`config.mk`:
```
export PLATFORM = sky130hd
export DESIGN_NAME = tcc_capcmp
export DESIGN_NICKNAME = d
export VERILOG_FILES = /design/src/tcc_pkg.sv /design/src/tcc_capcmp.sv
export SDC_FILE = /design/constraint.sdc
export NUM_CORES = 1
export LEC_CHECK = 0
export BUFFER_PORTS_ARGS = -buffer_cell sky130_fd_sc_hd__buf_2
export CAP_MARGIN = 0
export CORE_MARGIN = 2
export CORE_UTILIZATION = 64
export CTS_BUF_LIST = sky130_fd_sc_hd__clkbuf_8
export DETAILED_ROUTE_END_ITERATION = 10
export MAX_ROUTING_LAYER = met4
export PLACE_DENSITY_LB_ADDON = 0.15
export REMOVE_ABC_BUFFERS = 1
export SYNTH_ARGS = -nofsm -noshare
export SYNTH_HDL_FRONTEND = slang
export SYNTH_SLANG_ARGS = --single-unit
```
`constraint.sdc`:
```
create_clock -name sys_clk -period 4.4 [get_ports sys_clk]
set_clock_uncertainty 0.15 [all_clocks]
set_input_delay 1.32 -clock sys_clk [delete_from_list [all_inputs] [get_ports sys_clk]]
set_output_delay 1.32 -clock sys_clk [all_outputs]
set_load 0.01 [all_outputs]
```
`src/tcc_pkg.sv`:
```
// Constants and carrier types for the timer compare/capture block
package tcc_pkg;
  // Register map, byte addresses on the register bus
  localparam logic [7:0] OFS_VAL_BASE = 8'h00;
  localparam logic [7:0] OFS_MASK = 8'h40;
  localparam logic [7:0] OFS_EXT_MASK = 8'h44;
  localparam logic [7:0] OFS_FLAGS = 8'h48;
  localparam logic [7:0] OFS_EXT_FLAGS = 8'h4c;
  localparam logic [7:0] OFS_CAP_CTRL = 8'h50;
  // Sixteen-bit value slots; each has a high word then a low word
  localparam int NUM_VAL = 8;
  localparam int CH_PER_TIMER = 3;
  localparam int IDX_CAP_BASE = 6;
  // Flag and enable bit positions
  localparam int BIT_CAP = 5;
  localparam int BIT_CMP_A = 4;
  localparam int BIT_CMP_B = 3;
  localparam int BIT_WRAP = 2;
  localparam int BIT_T3_CMP_C = 1;
  localparam int BIT_T1_CMP_C = 0;
  localparam logic [7:0] MAIN_USED = 8'h3c;
  localparam logic [7:0] EXT_USED = 8'h3f;
  // Capture control bits
  localparam int CTL_T1_EDGE = 0;
  localparam int CTL_T3_EDGE = 1;
  localparam int CTL_T1_ACOMP = 2;
  localparam logic [7:0] CAP_CTRL_USED = 8'h07;
  // Waveform modes in which the capture slot is the counter top
  localparam logic [15:0] CAP_TOP_MODES = 16'h5500;
  // Reset values
  localparam logic [15:0] RST_VAL16 = 16'h0000;
  localparam logic [7:0] RST_BYTE = 8'h00;
  // Bus responses
  localparam logic [1:0] RESP_OKAY = 2'h0;
  localparam logic [1:0] RESP_SLVERR = 2'h2;

  // Per-timer signals from the counter logic
  typedef struct packed {
    logic [15:0] count;
    logic tick;
    logic wrap;
    logic [3:0] mode;
    logic [2:0] force_cmp;
  } tcc_timer_in_t;

  // Decoded register address
  typedef struct packed {
    logic val_hit;
    logic [2:0] idx;
    logic low;
    logic reg_hit;
  } tcc_dec_t;
endpackage

```
`src/tcc_capcmp.sv`:
```
// Compare, capture, shared high-byte and interrupt flags for two timers
// Function
// - Each compare channel holds 16 bits, matches counter each tick, drives pin/irq.
// - Compare writes go through shared high-byte holder; both bytes update together.
// - Capture loads counter on pin edge, or comparator edge for first timer.
// - Capture slot may serve as counter top in selected waveform modes.
// - Capture reads use shared high-byte holder so both bytes match.
// - Vector requested only when enable, global flag and event flag all set.
// - Main mask: bit5 capture, bit4 compare A, bit3 compare B, bit2 wrap.
// - Extended mask: timer3 capture, A, B, wrap, C, and timer1 compare C.
// - Extended mask is absent while compatibility fuse is active.
// - Main flags reset to zero; bit5 capture, 4 A, 3 B, 2 wrap.
// - Capture flag on pin event, or on reaching top in top mode.
// - Flags clear on vector execution or writing one; zero leaves unchanged.
// - Compare flags set the cycle after counter equals compare value.
// - Force-compare strobe never sets a compare match flag.
// - Wrap flag follows the counter's overflow as its mode defines.
// - Timer3 compare B is 16-bit read/write, resetting to zero.
// - Extended flags hold timer3 and compare C flags, same set/clear.
`timescale 1ns/100ps
module tcc_capcmp (
  input wire logic sys_clk,
  input wire logic rst_n,
  input wire logic clk_en,
  input wire logic [7:0] s_axi_awaddr,
  input wire logic s_axi_awvalid,
  output logic s_axi_awready,
  input wire logic [31:0] s_axi_wdata,
  input wire logic [3:0] s_axi_wstrb,
  input wire logic s_axi_wvalid,
  output logic s_axi_wready,
  output logic [1:0] s_axi_bresp,
  output logic s_axi_bvalid,
  input wire logic s_axi_bready,
  input wire logic [7:0] s_axi_araddr,
  input wire logic s_axi_arvalid,
  output logic s_axi_arready,
  output logic [31:0] s_axi_rdata,
  output logic [1:0] s_axi_rresp,
  output logic s_axi_rvalid,
  input wire logic s_axi_rready,
  input wire tcc_pkg::tcc_timer_in_t t1_in,
  input wire tcc_pkg::tcc_timer_in_t t3_in,
  input wire logic t1_capture_input_pin,
  input wire logic t3_capture_input_pin,
  input wire logic analog_cmp_out,
  input wire logic compat_fuse,
  input wire logic global_irq_en,
  input wire logic [7:0] vec_ack_main,
  input wire logic [7:0] vec_ack_ext,
  output logic [7:0] irq_vec_main,
  output logic [7:0] irq_vec_ext,
  output logic irq,
  output logic [5:0] waveform_out_pin
);

  tcc_pkg::tcc_timer_in_t tin [2];
  logic [15:0] val_reg [tcc_pkg::NUM_VAL];
  logic [7:0] temp_reg;
  logic [7:0] mask_reg;
  logic [7:0] ext_mask_reg;
  logic [7:0] flags_reg;
  logic [7:0] ext_flags_reg;
  logic [7:0] cap_ctrl_reg;
  logic [2:0] pin_meta_reg;
  logic [2:0] pin_sync_reg;
  logic [1:0] pin_last_reg;
  logic compat_meta_reg;
  logic compat_reg;
  logic [5:0] wave_reg;
  logic [5:0] cmp_hit;
  logic [1:0] cap_top;
  logic [1:0] top_hit;
  logic [1:0] cap_src;
  logic [1:0] cap_evt;
  logic [7:0] set_main;
  logic [7:0] set_ext;
  logic [7:0] eff_ext_mask;
  logic aw_held_reg;
  logic w_held_reg;
  logic [7:0] aw_addr_reg;
  logic [31:0] w_data_reg;
  logic [3:0] w_strb_reg;
  logic bvalid_reg;
  logic [1:0] bresp_reg;
  logic rvalid_reg;
  logic [31:0] rdata_reg;
  logic [1:0] rresp_reg;
  logic do_wr;
  logic do_rd;
  logic wr_en;
  logic wr_low;
  logic wr_high;
  logic rd_low;
  logic wr_ok;
  logic [7:0] wbyte;
  tcc_pkg::tcc_dec_t wdec;
  tcc_pkg::tcc_dec_t rdec;
  logic [31:0] rd_word;
  logic rd_ok;

  // Address decode shared by the read and write paths
  function automatic tcc_pkg::tcc_dec_t dec(input logic [7:0] a);
    tcc_pkg::tcc_dec_t d;
    d = '0;
    if (a < tcc_pkg::OFS_MASK) begin
      d.val_hit = (a[1:0] == 2'h0);
      d.idx = a[5:3];
      d.low = a[2];
    end
    d.reg_hit = (a == tcc_pkg::OFS_MASK) || (a == tcc_pkg::OFS_EXT_MASK) ||
                (a == tcc_pkg::OFS_FLAGS) ||
                (a == tcc_pkg::OFS_EXT_FLAGS) ||
                (a == tcc_pkg::OFS_CAP_CTRL);
    return d;
  endfunction

  assign tin[0] = t1_in;
  assign tin[1] = t3_in;

  // Pin synchronisers; first stage feeds only the second
  always_ff @(posedge sys_clk or negedge rst_n) begin
    if (!rst_n) begin
      pin_meta_reg <= 3'h0;
      pin_sync_reg <= 3'h0;
      compat_meta_reg <= 1'b0;
      compat_reg <= 1'b0;
    end else if (clk_en) begin
      pin_meta_reg <= {analog_cmp_out, t3_capture_input_pin,
                       t1_capture_input_pin};
      pin_sync_reg <= pin_meta_reg;
      compat_meta_reg <= compat_fuse;
      compat_reg <= compat_meta_reg;
    end
  end

  // Edge detect history on the selected capture sources
  always_ff @(posedge sys_clk or negedge rst_n) begin
    if (!rst_n) begin
      pin_last_reg <= 2'h0;
    end else if (clk_en) begin
      pin_last_reg <= cap_src;
    end
  end

  // Compare matches, top detection and capture events
  always_comb begin
    for (int t = 0; t < 2; t++) begin
      for (int c = 0; c < tcc_pkg::CH_PER_TIMER; c++) begin
        cmp_hit[t * tcc_pkg::CH_PER_TIMER + c] = tin[t].tick &&
          (tin[t].count == val_reg[t * tcc_pkg::CH_PER_TIMER + c]);
      end
      cap_top[t] = tcc_pkg::CAP_TOP_MODES[tin[t].mode];
      top_hit[t] = cap_top[t] && tin[t].tick &&
        (tin[t].count == val_reg[tcc_pkg::IDX_CAP_BASE + t]);
    end
    // Switching the source while levels differ can fake one edge
    cap_src[0] = cap_ctrl_reg[tcc_pkg::CTL_T1_ACOMP] ?
                 pin_sync_reg[2] : pin_sync_reg[0];
    cap_src[1] = pin_sync_reg[1];
    for (int t = 0; t < 2; t++) begin
      // Pin is disconnected while the slot serves as top
      cap_evt[t] = !cap_top[t] && (cap_ctrl_reg[t] ?
        (cap_src[t] && !pin_last_reg[t]) :
        (!cap_src[t] && pin_last_reg[t]));
    end
  end

  // Flag set terms; force strobes are deliberately not among them
  always_comb begin
    set_main = 8'h00;
    set_ext = 8'h00;
    set_main[tcc_pkg::BIT_CAP] = cap_evt[0] || top_hit[0];
    set_main[tcc_pkg::BIT_CMP_A] = cmp_hit[0];
    set_main[tcc_pkg::BIT_CMP_B] = cmp_hit[1];
    set_main[tcc_pkg::BIT_WRAP] = tin[0].wrap;
    set_ext[tcc_pkg::BIT_CAP] = cap_evt[1] || top_hit[1];
    set_ext[tcc_pkg::BIT_CMP_A] = cmp_hit[3];
    set_ext[tcc_pkg::BIT_CMP_B] = cmp_hit[4];
    set_ext[tcc_pkg::BIT_WRAP] = tin[1].wrap;
    set_ext[tcc_pkg::BIT_T3_CMP_C] = cmp_hit[5];
    set_ext[tcc_pkg::BIT_T1_CMP_C] = cmp_hit[2];
  end

  // Bus handshakes and write decode
  assign s_axi_awready = !aw_held_reg;
  assign s_axi_wready = !w_held_reg;
  assign s_axi_arready = !rvalid_reg;
  assign do_wr = aw_held_reg && w_held_reg && !bvalid_reg;
  assign do_rd = s_axi_arvalid && !rvalid_reg;
  assign wdec = dec(aw_addr_reg);
  assign rdec = dec(s_axi_araddr);
  assign wbyte = w_data_reg[7:0];
  // Extended mask vanishes from the map under compatibility
  assign wr_ok = wdec.val_hit || (wdec.reg_hit && !(compat_reg &&
                 aw_addr_reg == tcc_pkg::OFS_EXT_MASK));
  assign wr_en = do_wr && wr_ok && w_strb_reg[0];
  assign wr_low = wr_en && wdec.val_hit && wdec.low;
  assign wr_high = wr_en && wdec.val_hit && !wdec.low;
  assign rd_low = do_rd && rdec.val_hit && rdec.low;

  // Write address and data are taken in either order
  always_ff @(posedge sys_clk or negedge rst_n) begin
    if (!rst_n) begin
      aw_held_reg <= 1'b0;
      w_held_reg <= 1'b0;
      aw_addr_reg <= 8'h00;
      w_data_reg <= 32'h0;
      w_strb_reg <= 4'h0;
      bvalid_reg <= 1'b0;
      bresp_reg <= tcc_pkg::RESP_OKAY;
    end else if (clk_en) begin
      if (s_axi_awvalid && !aw_held_reg) begin
        aw_held_reg <= 1'b1;
        aw_addr_reg <= s_axi_awaddr;
      end
      if (s_axi_wvalid && !w_held_reg) begin
        w_held_reg <= 1'b1;
        w_data_reg <= s_axi_wdata;
        w_strb_reg <= s_axi_wstrb;
      end
      if (do_wr) begin
        aw_held_reg <= 1'b0;
        w_held_reg <= 1'b0;
        bvalid_reg <= 1'b1;
        bresp_reg <= wr_ok ? tcc_pkg::RESP_OKAY : tcc_pkg::RESP_SLVERR;
      end else if (bvalid_reg && s_axi_bready) begin
        bvalid_reg <= 1'b0;
      end
    end
  end

  // Read data mux; high words return the shared holder
  always_comb begin
    rd_word = 32'h0;
    rd_ok = 1'b1;
    if (rdec.val_hit) begin
      rd_word[7:0] = rdec.low ? val_reg[rdec.idx][7:0] : temp_reg;
    end else begin
      unique case (s_axi_araddr)
        tcc_pkg::OFS_MASK: rd_word[7:0] = mask_reg;
        tcc_pkg::OFS_EXT_MASK: begin
          rd_word[7:0] = eff_ext_mask;
          rd_ok = !compat_reg;
        end
        tcc_pkg::OFS_FLAGS: rd_word[7:0] = flags_reg;
        tcc_pkg::OFS_EXT_FLAGS: rd_word[7:0] = ext_flags_reg;
        tcc_pkg::OFS_CAP_CTRL: rd_word[7:0] = cap_ctrl_reg;
        default: rd_ok = 1'b0;
      endcase
    end
  end

  // Read channel answers one cycle after the address is taken
  always_ff @(posedge sys_clk or negedge rst_n) begin
    if (!rst_n) begin
      rvalid_reg <= 1'b0;
      rdata_reg <= 32'h0;
      rresp_reg <= tcc_pkg::RESP_OKAY;
    end else if (clk_en) begin
      if (do_rd) begin
        rvalid_reg <= 1'b1;
        rdata_reg <= rd_word;
        rresp_reg <= rd_ok ? tcc_pkg::RESP_OKAY : tcc_pkg::RESP_SLVERR;
      end else if (s_axi_rready) begin
        rvalid_reg <= 1'b0;
      end
    end
  end

  // Shared high-byte holder; a low read outranks a high write
  always_ff @(posedge sys_clk or negedge rst_n) begin
    if (!rst_n) begin
      temp_reg <= tcc_pkg::RST_BYTE;
    end else if (clk_en) begin
      if (rd_low) begin
        temp_reg <= val_reg[rdec.idx][15:8];
      end else if (wr_high) begin
        temp_reg <= wbyte;
      end
    end
  end

  // Value slots; a capture outranks a CPU write in the same cycle
  always_ff @(posedge sys_clk or negedge rst_n) begin
    if (!rst_n) begin
      for (int i = 0; i < tcc_pkg::NUM_VAL; i++) begin
        val_reg[i] <= tcc_pkg::RST_VAL16;
      end
    end else if (clk_en) begin
      if (wr_low) begin
        val_reg[wdec.idx] <= {temp_reg, wbyte};
      end
      for (int t = 0; t < 2; t++) begin
        if (cap_evt[t]) begin
          val_reg[tcc_pkg::IDX_CAP_BASE + t] <= tin[t].count;
        end
      end
    end
  end

  // Masks and capture control; reserved bits are never stored
  always_ff @(posedge sys_clk or negedge rst_n) begin
    if (!rst_n) begin
      mask_reg <= tcc_pkg::RST_BYTE;
      ext_mask_reg <= tcc_pkg::RST_BYTE;
      cap_ctrl_reg <= tcc_pkg::RST_BYTE;
    end else if (clk_en && wr_en && !wdec.val_hit) begin
      unique case (aw_addr_reg)
        tcc_pkg::OFS_MASK: mask_reg <= wbyte & tcc_pkg::MAIN_USED;
        tcc_pkg::OFS_EXT_MASK:
          ext_mask_reg <= wbyte & tcc_pkg::EXT_USED;
        tcc_pkg::OFS_CAP_CTRL:
          cap_ctrl_reg <= wbyte & tcc_pkg::CAP_CTRL_USED;
        default: ;
      endcase
    end
  end

  // Sticky flags: set wins over a write-one or vector clear
  always_ff @(posedge sys_clk or negedge rst_n) begin
    if (!rst_n) begin
      flags_reg <= tcc_pkg::RST_BYTE;
      ext_flags_reg <= tcc_pkg::RST_BYTE;
    end else if (clk_en) begin
      flags_reg <= tcc_pkg::MAIN_USED & (set_main | (flags_reg &
        ~(vec_ack_main | ((wr_en && aw_addr_reg == tcc_pkg::OFS_FLAGS) ?
        wbyte : 8'h00))));
      ext_flags_reg <= tcc_pkg::EXT_USED & (set_ext | (ext_flags_reg &
        ~(vec_ack_ext | ((wr_en && aw_addr_reg == tcc_pkg::OFS_EXT_FLAGS) ?
        wbyte : 8'h00))));
    end
  end

  // Match toggles the channel pin; force toggles it without a flag
  always_ff @(posedge sys_clk or negedge rst_n) begin
    if (!rst_n) begin
      wave_reg <= 6'h00;
    end else if (clk_en) begin
      wave_reg <= wave_reg ^ cmp_hit ^
                  {t3_in.force_cmp, t1_in.force_cmp};
    end
  end

  // Vector requests need enable, global flag and event flag
  assign eff_ext_mask = compat_reg ? 8'h00 : ext_mask_reg;
  assign irq_vec_main = flags_reg & mask_reg & {8{global_irq_en}};
  assign irq_vec_ext = ext_flags_reg & eff_ext_mask & {8{global_irq_en}};
  assign irq = |{irq_vec_main, irq_vec_ext};
  assign waveform_out_pin = wave_reg;
  assign s_axi_bvalid = bvalid_reg;
  assign s_axi_bresp = bresp_reg;
  assign s_axi_rvalid = rvalid_reg;
  assign s_axi_rdata = rdata_reg;
  assign s_axi_rresp = rresp_reg;
endmodule // tcc_capcmp

```
==> impl_metrics.prom, run 1 <==
# TYPE chip_impl_metric gauge
chip_impl_metric{name="synthesis.instances",unit=""} 1166
chip_impl_metric{name="cts.reportedPaths.clkPinSlew",unit="ns"} 0.06
chip_impl_metric{name="wl",unit="µm"} 38800
chip_impl_metric{name="post-cts-setup-buffers",unit=""} 0
chip_impl_info{name="cts_root_buf",value="sky130_fd_sc_hd__clkbuf_8"} 1
chip_impl_metric{name="detail_route.drc_violations",unit=""} 0
chip_impl_metric{name="power.ir.vdd_worst",unit="V"} 0.000416
chip_impl_info{name="postSynth.topFlopCell",value="sky130_fd_sc_hd__dfrtp_1"} 1
chip_impl_info{name="status",value="complete, no violations"} 1
chip_impl_metric{name="h_tree_depth",unit=""} 2
chip_impl_metric{name="ioPinCount",unit=""} 195
chip_impl_metric{name="antenna_cells_inserted",unit=""} 0
chip_impl_info{name="critical_path_launch_point_type",value="input pin"} 1
chip_impl_metric{name="setup_slack",unit="ns"} 0.837
chip_impl_metric{name="place.detailed.hpwl",unit="µm"} 27500
chip_impl_info{name="tritoncts",value="done"} 1
chip_impl_metric{name="cap_violations",unit=""} 0
chip_impl_metric{name="cp_max_fo",unit=""} 5
chip_impl_metric{name="grt_pass1_wl",unit="µm"} 57700
chip_impl_metric{name="grt_antenna_before_repair",unit=""} 1
chip_impl_metric{name="number_of_synthesized_flops_with_an_enable_pin",unit=""} 0
chip_impl_metric{name="avgRoutedWirePerCell",unit="µm"} 25.2
chip_impl_metric{name="design_power_total",unit="mW"} 5.86
chip_impl_info{name="rsz0062_at_grt",value="false"} 1
chip_impl_metric{name="pre_cts_ws",unit="ns"} 0.795
chip_impl_metric{name="final_max_slew_viol_count",unit=""} 0
chip_impl_metric{name="layout.core_utilization",unit=""} 0.730
chip_impl_metric{name="mappedNetlistArea",unit="mm²"} 0.0124
chip_impl_metric{name="period_minus_slack",unit="ns"} 3.56
chip_impl_metric{name="hold_viol",unit=""} 0
chip_impl_metric{name="fraction_of_final_layout_cells_with_drive_strength_greater_than_1",unit=""} 0.327
chip_impl_metric{name="power_per_cell_area",unit="mW/mm²"} 426
chip_impl_metric{name="floorplan.initialDensity",unit=""} 0.658
chip_impl_metric{name="fp.dieW",unit="µm"} 143
chip_impl_metric{name="last_weighted_congestion_value_of_the_routability_driven_placer",unit=""} 1.03
chip_impl_metric{name="cts_max_path_buffers",unit=""} 3
chip_impl_metric{name="grt_pass1_vias",unit=""} 9572
chip_impl_metric{name="static-leakage-power",unit="nW"} 6.21
chip_impl_metric{name="grt.overflow.total",unit=""} 0
chip_impl_metric{name="grt_max_degree",unit=""} 85
chip_impl_metric{name="crit_required",unit="ns"} 2.93
chip_impl_metric{name="insertion_delay_of_the_later_clocked_pin_in_the_worst_skew_pair",unit="ns"} 0.54
chip_impl_metric{name="nNetsFinal",unit=""} 1389
chip_impl_metric{name="grt_usage",unit=""} 0.399
chip_impl_metric{name="cp_data_arrival_time",unit="ns"} 2.09
chip_impl_metric{name="postCtsHoldBufs",unit=""} 0
chip_impl_metric{name="largest_reg_flops",unit=""} 128
chip_impl_metric{name="routed-via-count",unit=""} 9842
chip_impl_metric{name="slew_headroom",unit=""} 0.273
chip_impl_metric{name="standard_cell_row_count",unit=""} 50
chip_impl_metric{name="fin_tns_setup",unit="ns"} 0
chip_impl_info{name="layout.cells.most_common",value="sky130_fd_sc_hd__dfrtp_1"} 1
chip_impl_metric{name="synthesis.yosys.warnings",unit=""} 0
chip_impl_info{name="startpoint_to_endpoint_class_of_the_critical_path",value="in -> out"} 1
chip_impl_metric{name="cts-resized-gates",unit=""} 0
chip_impl_metric{name="synth-seq-cells",unit=""} 206
chip_impl_metric{name="port_buffers",unit=""} 125
chip_impl_metric{name="flow.area_growth_from_synthesis",unit="%"} 10.9
chip_impl_metric{name="syn_area_per_cell",unit="µm²"} 10.6
chip_impl_metric{name="final-setup-viol-count",unit=""} 0
chip_impl_metric{name="route.detailed.vias_per_inst",unit=""} 6.39
chip_impl_metric{name="cell_count_after_placement",unit=""} 1480
chip_impl_metric{name="tritoncts_num_sinks",unit=""} 206
chip_impl_metric{name="final.period_utilization",unit=""} 0.810
chip_impl_info{name="commonest_non_fill_non_tap_cells_in_the_layout",value="206 x sky130_fd_sc_hd__dfrtp_1, 152 x sky130_fd_sc_hd__mux2_2, 124 x sky130_fd_sc_hd__buf_2, 109 x sky130_fd_sc_hd__nand2_1, 85 x sky130_fd_sc_hd__xnor2_1"} 1
chip_impl_metric{name="yosysSeqAreaShare",unit=""} 0.416
chip_impl_metric{name="placed_area",unit="mm²"} 0.0131
chip_impl_metric{name="drtPass1Iterations",unit=""} 5
chip_impl_metric{name="post-route-cell-area",unit="mm²"} 0.0137
chip_impl_metric{name="final_cells",unit=""} 1540
chip_impl_metric{name="fmax",unit="MHz"} 281
chip_impl_metric{name="area_of_the_placeable_core",unit="mm²"} 0.0188
chip_impl_metric{name="dieArea",unit="mm²"} 0.0205
chip_impl_metric{name="detailedRoute.firstIterationViolations",unit=""} 902
chip_impl_info{name="critPathCaptureType",value="output pin"} 1
chip_impl_metric{name="yosys.cell_types.count",unit=""} 77
chip_impl_metric{name="antenna_left",unit=""} 0
chip_impl_metric{name="worst_hold_slack",unit="ns"} 0.325
chip_impl_metric{name="clock_buffers_created_by_tritoncts",unit=""} 36
chip_impl_metric{name="ffs_w_async_s_r_synth",unit=""} 1.00
chip_impl_metric{name="fp.dieH",unit="µm"} 143
chip_impl_info{name="min_path_type",value="reg -> reg"} 1
chip_impl_metric{name="worst-slew-pin-transition",unit="ns"} 1.08
[synthesized netlist by cell type, drive strengths merged, types with 4 or more instances]
library cell	number	area share
o22ai	8	0.0040
mux2	159	0.15
or3b	4	0.0028
o211ai	4	0.0024
nor4b	4	0.0045
nor2	72	0.023
nand4	18	0.0091
a21oi	21	0.0085
a31oi	14	0.0071
dfrtp	206	0.42
nor4	20	0.015
nor3b	9	0.0059
and2	7	0.0035
nand2b	6	0.0030
nand2	110	0.034
mux2i	18	0.015
o2111ai	4	0.0028
clkbuf	70	0.022
xnor2	85	0.060
and3	11	0.0056
xor2	43	0.030
a221oi	20	0.014
and4b	4	0.0033
a21o	4	0.0024
or4b	4	0.0038
nand3	26	0.011
inv	13	0.0039
nor3	19	0.0089
buf	62	0.033
nor2b	10	0.0050
o31ai	4	0.0024
or3	4	0.0020
mux4	27	0.049
nand3b	7	0.0042
o21ai	35	0.014
[report_power, final]
group / internal [mW] / leakage (nW) / switching [mW]
clock network: 0.939 / 0.401 / 0.816
logic: 0.622 / 3.12 / 0.655
registers: 2.20 / 2.69 / 0.629
[kinds of logic after synthesis]
| kind of cell | after synthesis | share of synthesized area |
|---|---|---|
| and+or+nand+nor | 344 | 0.150 |
| AOI/OAI and AO/OA | 137 | 0.0747 |
| other | 1 | 0.000303 |
| buffers and inverters | 146 | 0.0587 |
| DFF | 206 | 0.416 |
| xor gates and xnor gates | 128 | 0.0905 |
| muxes | 204 | 0.210 |
[worst paths after layout]
path | startpoint | end | slack (ns) | cells after the start
max | global_irq_en | irq | 0.84 | 5
min | s_axi_rresp[1] | s_axi_rresp[1] | 0.32 | 1
max reg2reg | aw_addr_reg[5] | flags_reg[2] | 1.63 | 5
min reg2reg | s_axi_rresp[1] | s_axi_rresp[1] | 0.32 | 1
max in group asynchronous | rst_n | val_reg[64] | 2.53 | 2
min in group asynchronous | rst_n | s_axi_bvalid | 0.67 | 1
[critical path, stage by stage]
cell and delay (ns):
sky130_fd_sc_hd__buf_2 0.12, sky130_fd_sc_hd__and3_1 0.16, sky130_fd_sc_hd__nor4_1 0.29, sky130_fd_sc_hd__nand2_1 0.07, sky130_fd_sc_hd__buf_2 0.14
[layout make-up]
type                    instances  area [µm²]
well taps                     260         325
clock buffers                  43         592
flip-flops and latches        206        5150
repair buffers                156         880
inverters                      13        48.8
fillers                      1393        5090
clock inverters                17        96.3
multi-input cells             845        6640
[routing by layer]
metal  track usage  share of wire  up-vias
met4         0.166          0.043        0
li1              -              -     4257
met3         0.118           0.12      118
met1         0.516           0.39     4862
met2         0.591           0.44      605
met5             -              0        -
Power figures use the tool's default switching activity.
==> run 2, diff against run 1 <==
Settings changed: CORE_UTILIZATION 64 to 54.
Clock period 4.4 ns to 3.1 ns, I/O delays scaled along.
==> impl_metrics.prom, run 2 (synthesis results as in run 1) <==
# TYPE chip_impl_metric gauge
chip_impl_metric{name="cell_count_after_placement",unit=""} 1521
chip_impl_metric{name="slew_headroom",unit=""} 0.411
chip_impl_metric{name="postCtsHoldBufs",unit=""} 0
chip_impl_metric{name="post-cts-setup-buffers",unit=""} 0
chip_impl_metric{name="layout.core_utilization",unit=""} 0.618
chip_impl_metric{name="cts_max_path_buffers",unit=""} 3
chip_impl_metric{name="final.period_utilization",unit=""} 0.906
chip_impl_metric{name="seq_power_share",unit=""} 0.472
chip_impl_info{name="critical_path_launch_point_type",value="input pin"} 1
chip_impl_metric{name="nNetsFinal",unit=""} 1407
chip_impl_metric{name="cts.reportedPaths.clkPinSlew",unit="ns"} 0.05
chip_impl_metric{name="floorplan.initialDensity",unit=""} 0.549
chip_impl_metric{name="cts-resized-gates",unit=""} 0
chip_impl_metric{name="design_power_total",unit="mW"} 8.41
chip_impl_metric{name="final_cells",unit=""} 1583
chip_impl_metric{name="switching_share",unit=""} 0.357
chip_impl_metric{name="routed-via-count",unit=""} 9828
chip_impl_metric{name="drtPass1Iterations",unit=""} 7
chip_impl_metric{name="route.detailed.vias_per_inst",unit=""} 6.21
chip_impl_metric{name="last_weighted_congestion_value_of_the_routability_driven_placer",unit=""} 0.995
chip_impl_info{name="commonest_non_fill_non_tap_cells_in_the_layout",value="206 x sky130_fd_sc_hd__dfrtp_1, 152 x sky130_fd_sc_hd__mux2_2, 124 x sky130_fd_sc_hd__buf_2, 109 x sky130_fd_sc_hd__nand2_1, 85 x sky130_fd_sc_hd__xnor2_1"} 1
chip_impl_metric{name="post-route-cell-area",unit="mm²"} 0.0140
chip_impl_metric{name="fraction_of_final_layout_cells_with_drive_strength_greater_than_1",unit=""} 0.335
chip_impl_info{name="min_path_type",value="in -> async"} 1
chip_impl_metric{name="grt_pass1_wl",unit="µm"} 59200
chip_impl_metric{name="layout.area.seq",unit="mm²"} 0.00515
chip_impl_info{name="rsz0062_at_grt",value="false"} 1
chip_impl_metric{name="largest_reg_flops",unit=""} 128
chip_impl_metric{name="final_max_slew_viol_count",unit=""} 0
chip_impl_metric{name="pre_cts_ws",unit="ns"} 0.154
chip_impl_metric{name="fp.dieH",unit="µm"} 155
chip_impl_info{name="critPathCaptureType",value="output pin"} 1
chip_impl_metric{name="placed_area",unit="mm²"} 0.0132
chip_impl_metric{name="grt_antenna_before_repair",unit=""} 2
chip_impl_metric{name="grt_max_degree",unit=""} 56
chip_impl_metric{name="static-leakage-power",unit="nW"} 6.32
chip_impl_metric{name="cp_max_fo",unit=""} 5
chip_impl_metric{name="fin_tns_setup",unit="ns"} 0
chip_impl_metric{name="flow.area_growth_from_synthesis",unit="%"} 12.6
chip_impl_metric{name="grt_usage",unit=""} 0.342
chip_impl_metric{name="dieArea",unit="mm²"} 0.0242
chip_impl_info{name="layout.cells.most_common",value="sky130_fd_sc_hd__dfrtp_1"} 1
chip_impl_metric{name="h_tree_depth",unit=""} 2
chip_impl_metric{name="detail_route.drc_violations",unit=""} 0
chip_impl_metric{name="power_per_cell_area",unit="mW/mm²"} 603
chip_impl_metric{name="worst_hold_slack",unit="ns"} 0.202
chip_impl_metric{name="clock_buffers_created_by_tritoncts",unit=""} 38
chip_impl_info{name="status",value="complete, no violations"} 1
chip_impl_metric{name="final-setup-viol-count",unit=""} 0
chip_impl_metric{name="comb_power_share",unit=""} 0.226
chip_impl_metric{name="hold_viol",unit=""} 0
chip_impl_metric{name="fillers",unit=""} 1936
chip_impl_metric{name="standard_cell_row_count",unit=""} 55
chip_impl_metric{name="ioPinCount",unit=""} 195
chip_impl_metric{name="crit_required",unit="ns"} 2.02
chip_impl_metric{name="detailedRoute.firstIterationViolations",unit=""} 1019
chip_impl_metric{name="cap_violations",unit=""} 0
chip_impl_metric{name="port_buffers",unit=""} 125
chip_impl_metric{name="antenna_left",unit=""} 0
chip_impl_metric{name="avgRoutedWirePerCell",unit="µm"} 25.0
chip_impl_metric{name="setup_slack",unit="ns"} 0.291
chip_impl_metric{name="cp_data_arrival_time",unit="ns"} 1.73
chip_impl_metric{name="insertion_delay_of_the_later_clocked_pin_in_the_worst_skew_pair",unit="ns"} 0.55
chip_impl_metric{name="fp.dieW",unit="µm"} 155
chip_impl_metric{name="multi_input_comb_area",unit="mm²"} 0.00664
chip_impl_metric{name="period_minus_slack",unit="ns"} 2.81
chip_impl_metric{name="power.ir.vdd_worst",unit="V"} 0.000539
chip_impl_metric{name="worst-slew-pin-transition",unit="ns"} 0.883
chip_impl_metric{name="tritoncts_num_sinks",unit=""} 206
chip_impl_metric{name="area_of_the_placeable_core",unit="mm²"} 0.0226
chip_impl_metric{name="place.detailed.hpwl",unit="µm"} 28200
chip_impl_metric{name="grt.overflow.total",unit=""} 0
chip_impl_metric{name="power.clock.fraction",unit=""} 0.301
chip_impl_info{name="tritoncts",value="done"} 1
chip_impl_info{name="startpoint_to_endpoint_class_of_the_critical_path",value="in -> out"} 1
chip_impl_metric{name="fmax",unit="MHz"} 356
chip_impl_metric{name="cellInternalPower",unit="mW"} 5.41
chip_impl_metric{name="grt_pass1_vias",unit=""} 9749
chip_impl_metric{name="total_switching_power",unit="mW"} 3.00
chip_impl_metric{name="wl",unit="µm"} 39500
chip_impl_info{name="cts_root_buf",value="sky130_fd_sc_hd__clkbuf_8"} 1
run 2: worst max-delay path, stage by stage:
cell                      delay, ns
sky130_fd_sc_hd__buf_2         0.13
sky130_fd_sc_hd__and3_1        0.17
sky130_fd_sc_hd__nor4_1        0.28
sky130_fd_sc_hd__nand2_1       0.07
sky130_fd_sc_hd__buf_2         0.14
run 2: power groups by stage:
stage / registers, mW / clock network (mW) / logic, mW
6_report: 3.97 / 2.53 / 1.90
4_1_cts: 3.93 / 2.57 / 1.88
2_1_floorplan: 3.65 / 0 / 1.18
3_5_place_dp: 3.98 / 0 / 1.87
5_1_grt: 4.02 / 2.68 / 2.06
3_3_place_gp: 3.96 / 0 / 1.84
run 2: area by class of cell:
cell class,count,area share
clock inverter,16,0.00646
sequential,206,0.369
inverter,13,0.00350
timing repair buffer,172,0.0743
multi-input combinational,845,0.476
clock buffer,45,0.0444
tap,285,0.0256
antenna,1,0.000179
run 2: metal layers:
layer	global-route usage	vias up	wire length [µm]
met1	0.458	4927	16500
met4	0.128	0	1400
met2	0.505	508	17700
met3	0.0889	100	3920
li1	-	4293	-
met5	-	-	0
run 2: path summary, 6_finish.rpt:
| path | from | endpoint | slack, ns | depth (start not counted) |
|---|---|---|---|---|
| max reg2reg | aw_addr_reg[5] | ext_mask_reg[5] | 0.52 | 5 |
| min | rst_n | w_strb_reg[0] | 0.20 | 1 |
| min in group sys_clk | s_axi_rresp[1] | s_axi_rresp[1] | 0.33 | 1 |
| max | global_irq_en | irq | 0.29 | 5 |
| min reg2reg | s_axi_rresp[1] | s_axi_rresp[1] | 0.33 | 1 |
| max in group asynchronous | rst_n | val_reg[84] | 1.73 | 2 |
